===== config.mk =====
export PLATFORM = sky130hd
export DESIGN_NAME = lfs_supervisor
export DESIGN_NICKNAME = d
export VERILOG_FILES = /design/src/verilog/lfs_pkg.sv /design/src/verilog/lfs_supervisor.sv /design/src/verilog/lfs_sync2.sv /design/src/verilog/lfs_edge_count.sv
export SDC_FILE = /design/constraint.sdc
export NUM_CORES = 1
export LEC_CHECK = 0
export ABC_AREA = 1
export BUFFER_PORTS_ARGS = -buffer_cell sky130_fd_sc_hd__buf_4
export CORE_AREA = 2 2 74 104
export CTS_CLUSTER_DIAMETER = 40
export DETAILED_ROUTE_END_ITERATION = 10
export DIE_AREA = 0 0 76 106
export HOLD_SLACK_MARGIN = 0.15
export PLACE_DENSITY = 0.72
export SLEW_MARGIN = 20
export SYNTH_ARGS = -nofsm -noshare
export SYNTH_HDL_FRONTEND = slang
export SYNTH_SLANG_ARGS = --single-unit

===== constraint.sdc =====
create_clock -name mclk -period 2.55 [get_ports mclk]
set_input_delay 0.3825 -clock mclk [delete_from_list [all_inputs] [get_ports mclk]]
set_output_delay 0.3825 -clock mclk [all_outputs]
set_load 0.01 [all_outputs]

===== src/verilog/lfs_pkg.sv =====
package lfs_pkg;

  // -------------------------------------------------------------------------
  // timing
  // -------------------------------------------------------------------------
  localparam int unsigned CLK_FREQ_HZ     = 25_000_000;
  localparam int unsigned OSC_WAIT_US     = 30;
  localparam int unsigned OSC_WAIT_CYC    =
    (OSC_WAIT_US * (CLK_FREQ_HZ / 1_000_000) < 1) ? 1 :
     OSC_WAIT_US * (CLK_FREQ_HZ / 1_000_000);
  localparam int unsigned GSHORT_COUNTS   = 8;
  localparam int unsigned SSHORT_COUNTS   = 32770;
  localparam int unsigned INT_OSC_DIV     = 84;

  localparam logic [3:0]  GCNT_W0         = 4'h0;
  localparam logic [15:0] SCNT_W0         = 16'h0000;
  localparam logic [10:0] OCNT_W0         = 11'h000;
  localparam logic [6:0]  DCNT_W0         = 7'h00;

  // -------------------------------------------------------------------------
  // carriers
  // -------------------------------------------------------------------------
  typedef struct packed {
    logic undervoltage_lockout;
    logic overTemp;
    logic overVolt;
    logic overCurr;
    logic fbLow;
    logic ovpOpen;
    logic strShort;
  } lfs_flags_t;

  typedef struct packed {
    logic gndShort;
    logic openStr;
    logic strShort;
  } lfs_latch_t;

  typedef enum logic [2:0] {
    ST_OFF = 3'b001,
    ST_RUN = 3'b010,
    ST_HLD = 3'b100
  } lfs_state_t;

endpackage : lfs_pkg


===== src/verilog/lfs_supervisor.sv =====
`timescale 1ns/10ps
module lfs_supervisor
  import lfs_pkg::*;
(
  // clock and reset
  input  wire logic       mclk,
  input  wire logic       rst,
  // pins from outside
  input  wire logic       enable,
  input  wire lfs_flags_t flagsIn,
  input  wire logic       extOscIn,
  input  wire logic       groundShortTimerCap,
  input  wire logic       dimmingThresholdIn,
  input  wire logic       daytimeForceOn,
  // open-drain fault pins, oe low means pulled low
  output logic            generalFaultOut,
  output logic            generalFaultOe,
  output logic            stringFaultOut,
  output logic            stringFaultOe,
  // converter control
  output logic            softStartRun,
  output logic            switchEnable,
  output logic            switchTick,
  output logic            extOscSelected,
  output logic            dimmingPulseOut,
  output logic            regulatorOn
);

  // -------------------------------------------------------------------------
  // synchronisers
  // -------------------------------------------------------------------------
  localparam int unsigned NSYNC = 12;
  logic [NSYNC-1:0] rawIn;
  logic [NSYNC-1:0] synIn;
  lfs_flags_t       flg;
  logic             enS;
  logic             extS;
  logic             rampS;
  logic             dimThS;
  logic             dayS;

  assign rawIn = {flagsIn, enable, extOscIn, groundShortTimerCap,
                  dimmingThresholdIn, daytimeForceOn};

  lfs_sync2 #(.W(NSYNC)) uSync (
    .mclk (mclk),
    .rst  (rst),
    .din  (rawIn),
    .dout (synIn)
  );

  assign flg    = synIn[11:5];
  assign enS    = synIn[4];
  assign extS   = synIn[3];
  assign rampS  = synIn[2];
  assign dimThS = synIn[1];
  assign dayS   = synIn[0];

  // -------------------------------------------------------------------------
  // edge detection
  // -------------------------------------------------------------------------
  logic enPrev_q;
  logic extPrev_q;
  logic rampPrev_q;
  logic extRise;
  logic rampRise;
  logic enRise;
  logic enFall;

  always_ff @(posedge mclk) begin
    if (rst) begin
      enPrev_q   <= 1'b0;
      extPrev_q  <= 1'b0;
      rampPrev_q <= 1'b0;
    end else begin
      enPrev_q   <= enS;
      extPrev_q  <= extS;
      rampPrev_q <= rampS;
    end
  end

  assign extRise  = extS && !extPrev_q;
  assign rampRise = rampS && !rampPrev_q;
  assign enRise   = enS && !enPrev_q;
  assign enFall   = !enS && enPrev_q;

  // -------------------------------------------------------------------------
  // oscillator selection
  // -------------------------------------------------------------------------
  localparam logic [10:0] OSC_WAIT_W = 11'(OSC_WAIT_CYC);
  localparam logic [6:0]  DIV_LAST   = 7'(INT_OSC_DIV - 1);
  logic [10:0] idle_q;
  logic [10:0] idle_d;
  logic        extSel_q;
  logic        extSel_d;
  logic [6:0]  div_q;
  logic [6:0]  div_d;
  logic        intTick;
  logic        swTick;

  // a rising edge on the external oscillator input restarts the idle wait
  assign idle_d   = extRise ? OCNT_W0 :
                    (idle_q != OSC_WAIT_W) ? idle_q + 11'h001 : idle_q;
  assign extSel_d = extRise ? 1'b1 :
                    (!extS && idle_q == OSC_WAIT_W) ? 1'b0 :
                    extSel_q;
  assign intTick  = !extSel_q && div_q == DIV_LAST;
  assign div_d    = (extSel_q || div_q == DIV_LAST) ? DCNT_W0 :
                    div_q + 7'h01;
  assign swTick   = extSel_q ? extRise : intTick;

  always_ff @(posedge mclk) begin
    if (rst) begin
      idle_q   <= OSC_WAIT_W;
      extSel_q <= 1'b0;
      div_q    <= DCNT_W0;
    end else begin
      idle_q   <= idle_d;
      extSel_q <= extSel_d;
      div_q    <= div_d;
    end
  end

  // -------------------------------------------------------------------------
  // dimming pulse
  // -------------------------------------------------------------------------
  logic dimPulse;
  assign dimPulse = dayS | dimThS;

  // -------------------------------------------------------------------------
  // shutdown and latches
  // -------------------------------------------------------------------------
  lfs_state_t state_q;
  lfs_state_t state_d;
  lfs_latch_t lat_q;
  lfs_latch_t lat_d;
  logic       hardOff;
  logic       latClear;
  logic       active;
  logic       gndExp;
  logic       shortExp;
  logic       openDet;
  logic       ssStop;

  assign hardOff  = flg.undervoltage_lockout || flg.overTemp;
  assign latClear = flg.undervoltage_lockout || enRise || enFall;
  assign active   = state_q == ST_RUN;
  assign openDet  = flg.fbLow && flg.ovpOpen;

  lfs_edge_count #(.W(4), .TERM(GSHORT_COUNTS)) uGnd (
    .mclk    (mclk),
    .rst     (rst),
    .clear   (latClear),
    .run     (active && flg.fbLow),
    .tick    (rampRise),
    .expired (gndExp)
  );

  lfs_edge_count #(.W(16), .TERM(SSHORT_COUNTS)) uShort (
    .mclk    (mclk),
    .rst     (rst),
    .clear   (latClear),
    .run     (active && flg.strShort),
    .tick    (swTick && dimPulse),
    .expired (shortExp)
  );

  // a new detection wins over the clear in the same cycle
  assign lat_d = '{
    gndShort: (active && gndExp) || (lat_q.gndShort && !latClear),
    openStr:  (active && openDet) || (lat_q.openStr && !latClear),
    strShort: (active && shortExp) || (lat_q.strShort && !latClear)
  };

  always_comb begin
    case (state_q)
      ST_OFF:  state_d = (enS && !hardOff) ? ST_RUN : ST_OFF;
      ST_RUN:  state_d = !enS ? ST_OFF :
                         (hardOff || lat_d != '0) ? ST_HLD : ST_RUN;
      ST_HLD:  state_d = !enS ? ST_OFF :
                         (!hardOff && lat_d == '0) ? ST_RUN : ST_HLD;
      default: state_d = ST_OFF;
    endcase
  end

  always_ff @(posedge mclk) begin
    if (rst) begin
      state_q <= ST_OFF;
      lat_q   <= '0;
    end else begin
      state_q <= state_d;
      lat_q   <= lat_d;
    end
  end

  // -------------------------------------------------------------------------
  // outputs
  // -------------------------------------------------------------------------
  logic runNext;
  logic genFault;
  logic strFault;

  assign ssStop   = flg.overCurr || flg.overVolt;
  assign runNext  = state_d == ST_RUN;
  assign genFault = flg.undervoltage_lockout || flg.overTemp || flg.overVolt ||
                    lat_d.gndShort;
  assign strFault = lat_d.openStr || lat_d.strShort;

  always_ff @(posedge mclk) begin
    if (rst) begin
      generalFaultOut <= 1'b0;
      generalFaultOe  <= 1'b1;
      stringFaultOut  <= 1'b0;
      stringFaultOe   <= 1'b1;
      softStartRun    <= 1'b0;
      switchEnable    <= 1'b0;
      switchTick      <= 1'b0;
      extOscSelected  <= 1'b0;
      dimmingPulseOut <= 1'b0;
      regulatorOn     <= 1'b0;
    end else begin
      generalFaultOe  <= !genFault;
      stringFaultOe   <= !strFault;
      // released ramp restarts from zero on recovery
      softStartRun    <= runNext && !ssStop;
      switchEnable    <= runNext && !ssStop;
      switchTick      <= swTick && runNext && !ssStop;
      extOscSelected  <= extSel_d;
      dimmingPulseOut <= runNext && dimPulse;
      regulatorOn     <= enS;
    end
  end
endmodule : lfs_supervisor


===== src/verilog/lfs_sync2.sv =====
`timescale 1ns/10ps
module lfs_sync2 #(
  parameter int unsigned W = 1
) (
  // clock and reset
  input  wire logic         mclk,
  input  wire logic         rst,
  // data
  input  wire logic [W-1:0] din,
  output logic      [W-1:0] dout
);
  logic [W-1:0] meta_q;

  always_ff @(posedge mclk) begin
    if (rst) begin
      meta_q <= '0;
      dout   <= '0;
    end else begin
      meta_q <= din;
      dout   <= meta_q;
    end
  end
endmodule : lfs_sync2


===== src/verilog/lfs_edge_count.sv =====
`timescale 1ns/10ps
module lfs_edge_count
  import lfs_pkg::*;
#(
  parameter int unsigned W    = 4,
  parameter int unsigned TERM = 8
) (
  // clock and reset
  input  wire logic mclk,
  input  wire logic rst,
  // control
  input  wire logic clear,
  input  wire logic run,
  input  wire logic tick,
  // result
  output logic      expired
);
  localparam logic [W-1:0] TERM_W = W'(TERM);
  logic [W-1:0] cnt_q;

  always_ff @(posedge mclk) begin
    if (rst || clear || !run) begin
      cnt_q   <= '0;
      expired <= 1'b0;
    end else if (tick && cnt_q != TERM_W) begin
      cnt_q   <= cnt_q + W'(1);
      expired <= (cnt_q + W'(1)) == TERM_W;
    end
  end
endmodule : lfs_edge_count


### Word-level counts from Yosys, hierarchy flattened

Index checks and enable logic that the tools add are counted.

| word-level totals | value |
|---|---|
| register bits after elaboration | 79 |
| input bits | 14 |
| output and inout port bits | 10 |

| operators by class | value |
|---|---|
| add/subtract/negate cells | 4 |
| eq/ne operators | 11 |
| mux-type cells | 11 |
| bitwise gates (word level) | 1 |
| reduce and logical (&&, ||, !) cells | 58 |

Operators with widths:

| operator | number |
|---|---|
| $logic_and 1x1->1 | 24 |
| $mux 10 | 2 |
| $add 16x1->16 const B | 1 |
| $eq 16x16->1 const B | 1 |
| $ne 16x16->1 const B | 1 |
| $logic_or 1x1->1 | 15 |
| $logic_not 1->1 | 13 |
| $mux 3 | 4 |
| $add 11x1->11 const B | 1 |
| $eq 11x10->1 const B | 1 |
| $ne 11x10->1 const B | 1 |
| $pmux 3 s3 | 1 |
| $add 7x1->7 const B | 1 |
| $eq 7x7->1 const B | 1 |
| $eq 3x2->1 const B | 2 |
| $add 4x1->4 const B | 1 |
| $eq 4x4->1 const B | 1 |
| $ne 4x4->1 const B | 1 |
| $reduce_bool 2->1 | 2 |
| $reduce_or 2->1 | 2 |
| $eq 3x1->1 const B | 1 |
| $eq 3x3->1 const B | 1 |
| $logic_not 3->1 | 1 |
| $mux 1 | 3 |
| 3 further kinds | 3 |

### Longest topological paths before layout

Gate-level depths: netlist of the first run.

| depth | value |
|---|---|
| depth after elaboration | 15 |
| gate-level depth with buffers | 12 |
| mapped depth without buffers | 12 |

### Cells and area by module

A second synthesis of the first run with hierarchy kept.

| unflattened totals | value |
|---|---|
| cell total of the unflattened synthesis | 485 |
| area, all modules | 3543.4 µm² |

Modules (own cells, without submodules):

| module | instances | cells an instance | area an instance (µm²) | seq. area each (µm²) |
|---|---|---|---|---|
| lfs_supervisor | 1 | 197 | 1462.7 | 660.6 |
| lfs_edge_count (uShort) | 1 | 177 | 1117.3 | 340.3 |
| lfs_sync2 | 1 | 74 | 683.2 | 480.5 |
| lfs_edge_count (uGnd) | 1 | 37 | 280.3 | 100.1 |

### Worst setup path after synthesis of the first run

OpenSTA, ideal clock, no wires.

| timing path | value |
|---|---|
| path kind | flip-flop to flip-flop |
| start | reg div_q[0] |
| end | reg uShort.cnt_q[4] |
| arrival | 1.422 ns |
| data required time | 2.431 ns |
| path slack | 1.009 ns |
| stages on the path, launching flop included | 12 |
| buffers on the path | 1 |
| cells stage by stage | dfxtp_1 -> ha_1 -> inv_1 -> nor2_1 -> nand4_1 -> nand2_1 -> nand2_1 -> nor2_1 -> buf_4 -> inv_2 -> o21ai_0 -> a21oi_1 |

| between the ends | value |
|---|---|
| longest elaborated chain between the ends | 5 |

RTL lines:

| item | RTL line | RTL |
|---|---|---|
| start: declaration | lfs_supervisor.sv:96 | `logic [6:0] div_q;` |
| start signal: assignment | lfs_supervisor.sv:120 | `div_q <= div_d;` |
| $eq 7x7->1 | lfs_supervisor.sv:107 | `assign intTick = !extSel_q && div_q == DIV_LAST;` |
| $logic_and 1x1->1 | lfs_supervisor.sv:107 |  |
| $mux 1 | lfs_supervisor.sv:110 | `assign swTick = extSel_q ? extRise : intTick;` |
| $logic_and 1x1->1 | lfs_supervisor.sv:164 | `.tick (swTick && dimPulse),` |
| $logic_and 1x1->1 | lfs_edge_count.sv:25 | `end else if (tick && cnt_q != TERM_W) begin` |
| end signal: assignment | lfs_edge_count.sv:26 | `cnt_q <= cnt_q + W'(1);` |
| end: declaration | lfs_edge_count.sv:19 | `logic [W-1:0] cnt_q;` |

Every way passes these cells.
A chain may end at the register's enable or synchronous reset.

### Worst setup path in the final report of the first run

| timing path | value |
|---|---|
| start | reg div_q[0] |
| end | reg uShort.expired |

| between the ends | value |
|---|---|
| longest elaborated chain between the ends | 5 |

RTL lines:

| item | RTL line | RTL |
|---|---|---|
| $eq 7x7->1 | lfs_supervisor.sv:107 |  |
| $logic_and 1x1->1 | lfs_supervisor.sv:107 |  |
| $mux 1 | lfs_supervisor.sv:110 |  |
| $logic_and 1x1->1 | lfs_supervisor.sv:164 |  |
| $logic_and 1x1->1 | lfs_edge_count.sv:25 |  |
| end signal: assignment | lfs_edge_count.sv:24 | `expired <= 1'b0;` |
| end signal: assignment | lfs_edge_count.sv:27 | `expired <= (cnt_q + W'(1)) == TERM_W;` |
| end: declaration | lfs_edge_count.sv:16 | `output logic expired` |

Every way passes these cells.

==> results of run 1 <==
metal layers:
| layer | part of all wire | GRT usage | routed length, µm |
|---|---|---|---|
| met1 | 0.45 | 0.1769 | 2736 |
| met2 | 0.49 | 0.2838 | 2960 |
| met3 | 0.031 | 0.02971 | 185 |
| met4 | 0.028 | 0.1052 | 168 |
| met5 | 0 | 0 | 0 |
how the worst max path moves through the flow:
| stage | from | slack [ns] | to | depth (start not counted) |
|---|---|---|---|---|
| 2_1_floorplan | div_q[0] | 1.01 | uShort.cnt_q[4] | 11 |
| 3_3_place_gp | div_q[0] | 0.82 | uShort.expired | 12 |
| 3_5_place_dp | div_q[0] | 0.77 | uShort.expired | 12 |
| 4_1_cts | div_q[0] | 0.74 | uShort.expired | 12 |
| 5_1_grt | div_q[0] | 0.49 | uShort.cnt_q[0] | 11 |
| 6_report | div_q[0] | 0.73 | uShort.expired | 12 |
tightest hold or removal path, delay by kind of cell:
family | cells | cell delay, ns
buffers and inverters | 2 | 0.11
AND/OR/NAND/NOR | 1 | 0.06
synthesized netlist by cell type, drive strengths merged (6+ instances only):
library cell | n | area, µm²
nand3 | 37 | 205.2
buf | 8 | 53.79
nor3 | 7 | 40.04
nand4 | 6 | 37.54
dfxtp | 79 | 1582
inv | 71 | 266.5
a21oi | 27 | 138.9
nor2 | 80 | 332.8
ha | 8 | 100.1
o21ai | 19 | 95.09
nand2 | 85 | 324.1
xor2 | 9 | 78.83
layout make-up:
type | count | area (µm²)
fill | 670 | 3289
sequential | 79 | 1582
multi-input combinational | 299 | 1510
inverter | 73 | 274.0
timing repair buffer | 22 | 165.2
clock buffer | 10 | 127.6
tap | 97 | 121.4
clock inverter | 5 | 106.4
sequential cells by signal, indices dropped and copies added, names as in the netlist:
register and cells:
uShort.cnt_q 16, uSync.dout 12, switchTick 1, uGnd.expired 1, state_q 3, idle_q 11
generalFaultOe 1, regulatorOn 1, lat_q 3, extOscSelected 1, rampPrev_q 1, stringFaultOe 1
uSync.meta_q 12, uShort.expired 1, extPrev_q 1, uGnd.cnt_q 4, dimmingPulseOut 1, switchEnable 1
div_q 7
logic make-up (layout without fill, tap and decap cells):
kind of cell,Yosys count,count (layout)
AO/OA/AOI/OAI,56,56
XOR/XNOR,13,13
adder cells (fa/ha/maj),8,8
buffers and inverters,85,110
flip-flops,79,79
other,1,2
AND/OR/NAND/NOR,220,220
per-stage QoR:
stage	power [mW]	std cells	hold WS (ns)	worst slack, ns	util
4_1_cts	2.795	585	0.2044	0.7377	0.5416
2_1_floorplan	1.624	463	0.3883	1.009	-
3_5_place_dp	1.699	570	0.3974	0.7703	0.5090
5_1_grt	2.910	585	0.2173	0.4855	0.5416
6_report	2.768	585	0.2204	0.7265	0.5416
3_3_place_gp	1.690	570	0.3894	0.8247	0.5090
power by group through the flow:
stage / sequential [mW] / combinational, mW / clock [mW]
5_1_grt: 1.36 / 0.378 / 1.17
3_5_place_dp: 1.38 / 0.315 / 0
4_1_cts: 1.36 / 0.319 / 1.12
2_1_floorplan: 1.37 / 0.251 / 0
3_3_place_gp: 1.38 / 0.309 / 0
6_report: 1.36 / 0.318 / 1.09
==> results.md, run 1 <==
* Wire length of the first global-routing pass at 10470 µm
* Internal at 2.081 mW
* Root Driver: clkbuf_8
* Worst path required time at 2.84 ns
* Ys async rst share at 0
* Worst reg2reg path depth at 12
* Max cap viols at 0
* Worst path max stage delay at 0.36 ns
* Worst-path fanout max at 30
* Register share of total power at 0.490
* Worst Hold End: uSync.meta_q[3]
* Post-route minimum period at 1.823 ns
* Area share of and/or/nand/nor cells after synthesis at 0.2859
* H-tree Lvls at 3
* Final wirelength at 6049 µm
* R2R Setup Slk at 0.73 ns
* CP startpoint kind: register
* Worst setup path class: reg2reg
* Clock-pin slew on the worst setup and hold paths at 0.08 ns
* Antenna cells at 0
* Router iterations before antenna repair at 4
* Fraction of layout cells with a size suffix above 1 at 0.1168
* Pwr dens at 712.2 mW/mm²
* Full die area at 0.008056 mm²
* Final hold vios at 0
* Routed vias/inst at 4.814
* Mapped cell area at 0.003431 mm²
* Adder-Cell Fraction of Synth Area at 0.02918
* Synthesis-stage register bit count at 79
* TritonCTS buffer count at 9
* Top delay family on crit path: simple AND/OR/NAND/NOR gates
* Setup Buffers After CTS at 0
* Hold-fix buffers, CTS at 0
* Vias in the first global route at 2546
* FF-to-FF End: uShort.expired
* Critical path's slowest cell: dfxtp_1
* EDFF count, synth at 0
* Placed Area at 0.003652 mm²
* Die Ht at 106 µm
* Total track usage at 0.1610
* Gate Count Post-Synth at 462
* Post-Synth XOR/XNOR Area at 0.03319
* Initial antenna violation count at 0
* Worst Hold Launch: extOscIn
* Number of clock sinks at 79
* Setup crit end kind: register
* Initial Utilization at 0.4781
* Sw Share at 0.2480
* Via count at 2816
* Leakage at 1.641 nW
* Overflow after GRT at 0
* Crit path DAT at 2.11 ns
* Status: completed
* Commonest non-fill, non-tap cell in the layout: nand2_1
* Main combinational cell family by area after synthesis: simple AND/OR/NAND/NOR gates
* # IOs at 24
* Yosys cell types at 35
* Hold depth at 3
* Drt wl/cell at 10.34 µm
* Routed Antenna Nets at 0
* Crit path buf inv count at 2
* Clock network power share at 0.395
* Drt initial violations at 152
* Final setup violation count at 0
* Multiplexer share of the synthesized area at 0
* Core box area at 0.007176 mm²
* Fin. max-slew vios at 0
* Sequence of cells on the critical path: ha_1 -> inv_1 -> nor2_1 -> nand4_1 -> nand2_1 -> nand2_1 -> nor2_1 -> buf_4 -> nand3_1 -> nor2_1 -> nand2_1 -> a21oi_2
* Final Wtd Congestion at 0.8328
* Worst IR Drop VDD at 0.0005262 V
* CTS tree: yes
* Max frequency at 548.4 MHz
* Clk buf depth at 2
* # nets final at 506
* Die width at 76 µm
* Area grow syn2layout at 13.28%
* Design area at 0.003886 mm²
* Logic pwr share at 0.115
* Worst skew pair latency at 0.36 ns
* Port Buffers at 21
* Reg-to-Reg Start: div_q[0]
* Syn. warnings at 0
* Row count at 37
* Syn Area/Cell at 7.426 µm²
* Setup TNS at 0 ns
* Clock skew at 0.01118 ns
* Unrepaired setup endpoints after global routing: false
* Seq/Total Area, Yosys at 0.4610
* Dpl hpwl at 4394 µm
* Synth Area in Compound Gates at 0.08972
* Min-delay worst type: in2reg
* Resized Gates After CTS at 0
* P_sw at 686.5 µW
* Largest net degree at the start of global routing at 38
* Commonest cells after routing, fill and taps aside: nand2_1 (83), dfxtp_1 (79), nor2_1 (73)
* Post-route DRC at 0
* Final period util at 0.7151
* Top_reg_cell synth: dfxtp_1
Power figures use the tool's default switching activity.
==> inputs of run 2 (changes only) <==
- ABC_AREA: 1 -> 0
- CORE_AREA: 2 2 74 104 -> 2 2 73 103
- DIE_AREA: 0 0 76 106 -> 0 0 75 105
- PLACE_DENSITY: 0.72 -> 0.75
- clock period: 2.55 -> 1.6 ns (I/O delays scaled with it)
==> run 2 against run 1 <==
  * The flow now finishes with violations (setup timing)
  * Synthesized area decreased by 1.7%
  * Final cell count shrank 3.2%
  * Sequential power rose by 58%
  * Clock-buffer cell count is 1 higher
  * Sequential share of layout area decreased by 7.5 points
  * Critical path depth is 4 lower
  * Die area decreased by 2.2%
  * Combinational power is 110% higher
  * Worst setup slack worse by 1.1 ns
==> results.md, run 2 <==
* Seq/Total Area, Yosys at 0.4690 (+0.008039)
* Worst path required time at 1.85 ns (-0.99 ns)
* Post-route minimum period at 1.974 ns (+0.1501 ns)
* Synth area leaders: dfxtp_1 (47%), xnor2_1 (7.3%), nor2b_1 (5.4%), nor2_1 (5.2%), ha_1 (3.0%)
* Failing checks: setup timing
* FF-to-FF End: uShort.cnt_q[4]
* Largest regs: uShort.cnt_q (16), uSync.dout (12), uSync.meta_q (12)
* Final period util at 1.233 (+0.5184)
* Worst IR Drop VDD at 0.0008975 V (+71%)
* R2R Setup Slk at -0.37 ns (-1.10 ns)
* Post-Place Worst Slack at -0.4931 ns (-1.263 ns)
* EDFF count, synth at 0 (unchanged)
* Root Driver: clkbuf_8
* Fillers at 460 (-31%)
* Largest net degree at the start of global routing at 25 (-34%)
* Clk buf depth at 2 (unchanged)
* CTS tree: yes
* Commonest non-fill, non-tap cell in the layout: buf_4
* Min-delay worst type: in2reg
* Row count at 36 (-2.7%)
* Full die area at 0.007875 mm² (-2.2%)
* Synth area leader: dfxtp_1
* Yosys cell types at 48 (+37%)
* Via count at 2929 (+4.0%)
* Syn. warnings at 0 (unchanged)
* TritonCTS buffer count at 9 (unchanged)
* Area grow syn2layout at 42.23%
* Antenna cells at 0 (unchanged)
* Syn Area/Cell at 9.138 µm² (+23%)
* Router iterations before antenna repair at 4 (unchanged)
* Routed Antenna Nets at 0 (unchanged)
* Fin. max-slew vios at 0 (unchanged)
* Number of clock sinks at 79 (unchanged)
* Leakage at 1.830 nW (+11%)
* Max cap viols at 0 (unchanged)
* Die width at 75 µm (-1.3%)
* Pwr dens at 917.5 mW/mm² (+29%)
* # IOs at 24 (unchanged)
* Worst skew pair latency at 0.36 ns (about the same)
* Setup WS post-layout at -0.3736 ns (-1.100 ns)
* Max frequency at 506.7 MHz (-7.6%)
* Mapped cell area at 0.003372 mm² (-1.7%)
* Total track usage at 0.2203 (+0.05927)
* Top_reg_cell synth: dfxtp_1
* Crit. Startpoint: div_q[3]
* Final setup violation count at 19 (+19)
* Initial Utilization at 0.4893 (+0.01117)
* Unrepaired setup endpoints after global routing: true
* Fin util at 0.6959 (+0.1543)
* CP startpoint kind: register
* Placed Area at 0.004100 mm² (+12%)
* Worst-path fanout max at 7 (-77%)
* Final hold vios at 0 (unchanged)
* Most numerous cell in the Yosys netlist: dfxtp_1
* Worst setup path class: reg2reg
* Vias in the first global route at 2846 (+12%)
* Initial antenna violation count at 0 (unchanged)
* Commonest cells after routing, fill and taps aside: buf_4 (78), dfxtp_1 (72), nor2_1 (44)
* Wire length of the first global-routing pass at 13060 µm (+25%)
* Gate Count Post-Synth at 369 (-20%)
* Core box area at 0.006892 mm² (-4.0%)
* Drt initial violations at 139 (-8.6%)
* Die Ht at 105 µm (-0.94%)
* Worst hold slack at 0.2762 ns (+0.05575 ns)
* Max FFs per register at 16 (unchanged)
* Ys async rst share at 0 (unchanged)
* Synthesis-stage register bit count at 79 (unchanged)
* Overflow after GRT at 0 (unchanged)
* Drt wl/cell at 14.52 µm (+40%)
* # nets final at 489 (-3.4%)
* H-tree Lvls at 3 (unchanged)
* Final wirelength at 8221 µm (+36%)
* Fraction of layout cells with a size suffix above 1 at 0.3312 (+0.2144)
* Crit path DAT at 2.22 ns (+0.11 ns)
* Worst reg2reg path depth at 8 (-4)
* Commonest cells in the netlist: dfxtp_1 (79), nor2_1 (47), nor2b_1 (29)
* Routed vias/inst at 5.175 (+7.5%)
* Footprint of the multi-input gates at 0.001922 mm² (+27%)
* Clock-pin slew on the worst setup and hold paths at 0.07 ns (about the same)
* Port Buffers at 21 (unchanged)
* Reg-to-Reg Start: div_q[3]
* Final Wtd Congestion at 0.8174 (-1.8%)
* Register area at 0.001593 mm² (+0.71%)
* Worst setup endpoint: uShort.cnt_q[4]
* Design area at 0.004796 mm² (+23%)
* Post-synth top area share at 0.4690 (+0.008039)
* Reg with most FFs: uShort.cnt_q
* Post-route DRC at 0 (unchanged)
* Dpl hpwl at 4791 µm (+9.0%)
* Setup crit end kind: register
* Status: finished, violations left
* Clock skew at 0.01470 ns (+0.003525 ns)
==> run 2: cell types whose count changed after synthesis, sizes merged, moves of 10 or more <==
| cell | change |
|---|---|
| nor2 | -33 |
| inv | -57 |
| o21ai | -12 |
| xnor2 | +24 |
| nand2 | -64 |
| nor2b | +29 |
| clkbuf | +10 |
| nand3 | -23 |
| a21oi | -19 |
==> run 2: repair_timing <==
| action | in CTS | in global routing |
|---|---|---|
| gates cloned | 2 | 0 |
| pin swaps | 37 | 12 |
| endpoints found under the setup margin | 24 | 21 |
| endpoints found under the hold margin | 17 | 0 |
| gates resized for setup | 44 | 14 |
| hold buffers | 13 | 0 |
| setup buffers | 7 | 1 |
==> run 2: cells by family after synthesis <==
group | after synthesis | synth area share
compound gates | 36 | 0.07570
xor+xnor | 37 | 0.09611
fa+ha+maj | 8 | 0.02969
buf+inv | 34 | 0.04416
flops | 79 | 0.4690
mux | 2 | 0.005937
other cells | 1 | 0.001112
simple gates | 172 | 0.2783
==> run 2: power by group <==
part	leakage [nW]	switching (mW)	internal, mW
Combinational	1.07	0.307	0.347
Clock	0.109	0.684	0.907
Sequential	0.648	0.0800	2.07
Total	1.83	1.07	3.33
==> run 2: area by class of cell <==
cell class              count  area share
multi-input cells         258      0.4007
flip-flops and latches     79      0.3321
repair buffers            105      0.1873
clock buffers              11     0.02948
well taps                  95     0.02478
clock inverters             4     0.01461
inverters                  14     0.01096
==> run 2: worst max-delay path, stage by stage (launching register included) <==
cell and delay [ns]:
dfxtp_2 0.32, or4b_4 0.55, o31ai_4 0.19, buf_6 0.16, o21ai_4 0.13, buf_6 0.17, nor4_4 0.14, xnor2_1 0.15
nor2_1 0.06
==> run 2: through the flow <==
step	total power [mW]	TNS, ns	instances
6_report	4.400	-5.334	566
5_1_grt	4.596	-6.876	566
4_1_cts	4.413	-5.739	565
3_5_place_dp	2.772	-7.397	528
3_3_place_gp	2.750	-6.386	528
2_1_floorplan	2.585	-3.578	370
==> run 2: worst min path at each step <==
stage	start	to	slack (ns)	cells after the start
2_1_floorplan	daytimeForceOn	uSync.meta_q[0]	0.37	1
3_5_place_dp	uSync.dout[8]	switchTick	0.42	1
3_3_place_gp	uSync.dout[8]	switchTick	0.41	1
6_report	rst	uSync.dout[4]	0.28	3
5_1_grt	rst	uSync.dout[7]	0.29	3
4_1_cts	rst	uSync.dout[4]	0.26	3
==> run 2: per-layer routing <==
| layer | vias to the layer above | track usage | wire (µm) |
|---|---|---|---|
| met5 | - | 0 | 0 |
| met1 | 1393 | 0.2450 | 3173 |
| li1 | 1437 | - | - |
| met2 | 77 | 0.3747 | 4479 |
| met3 | 22 | 0.06075 | 312 |
| met4 | 0 | 0.1033 | 256 |
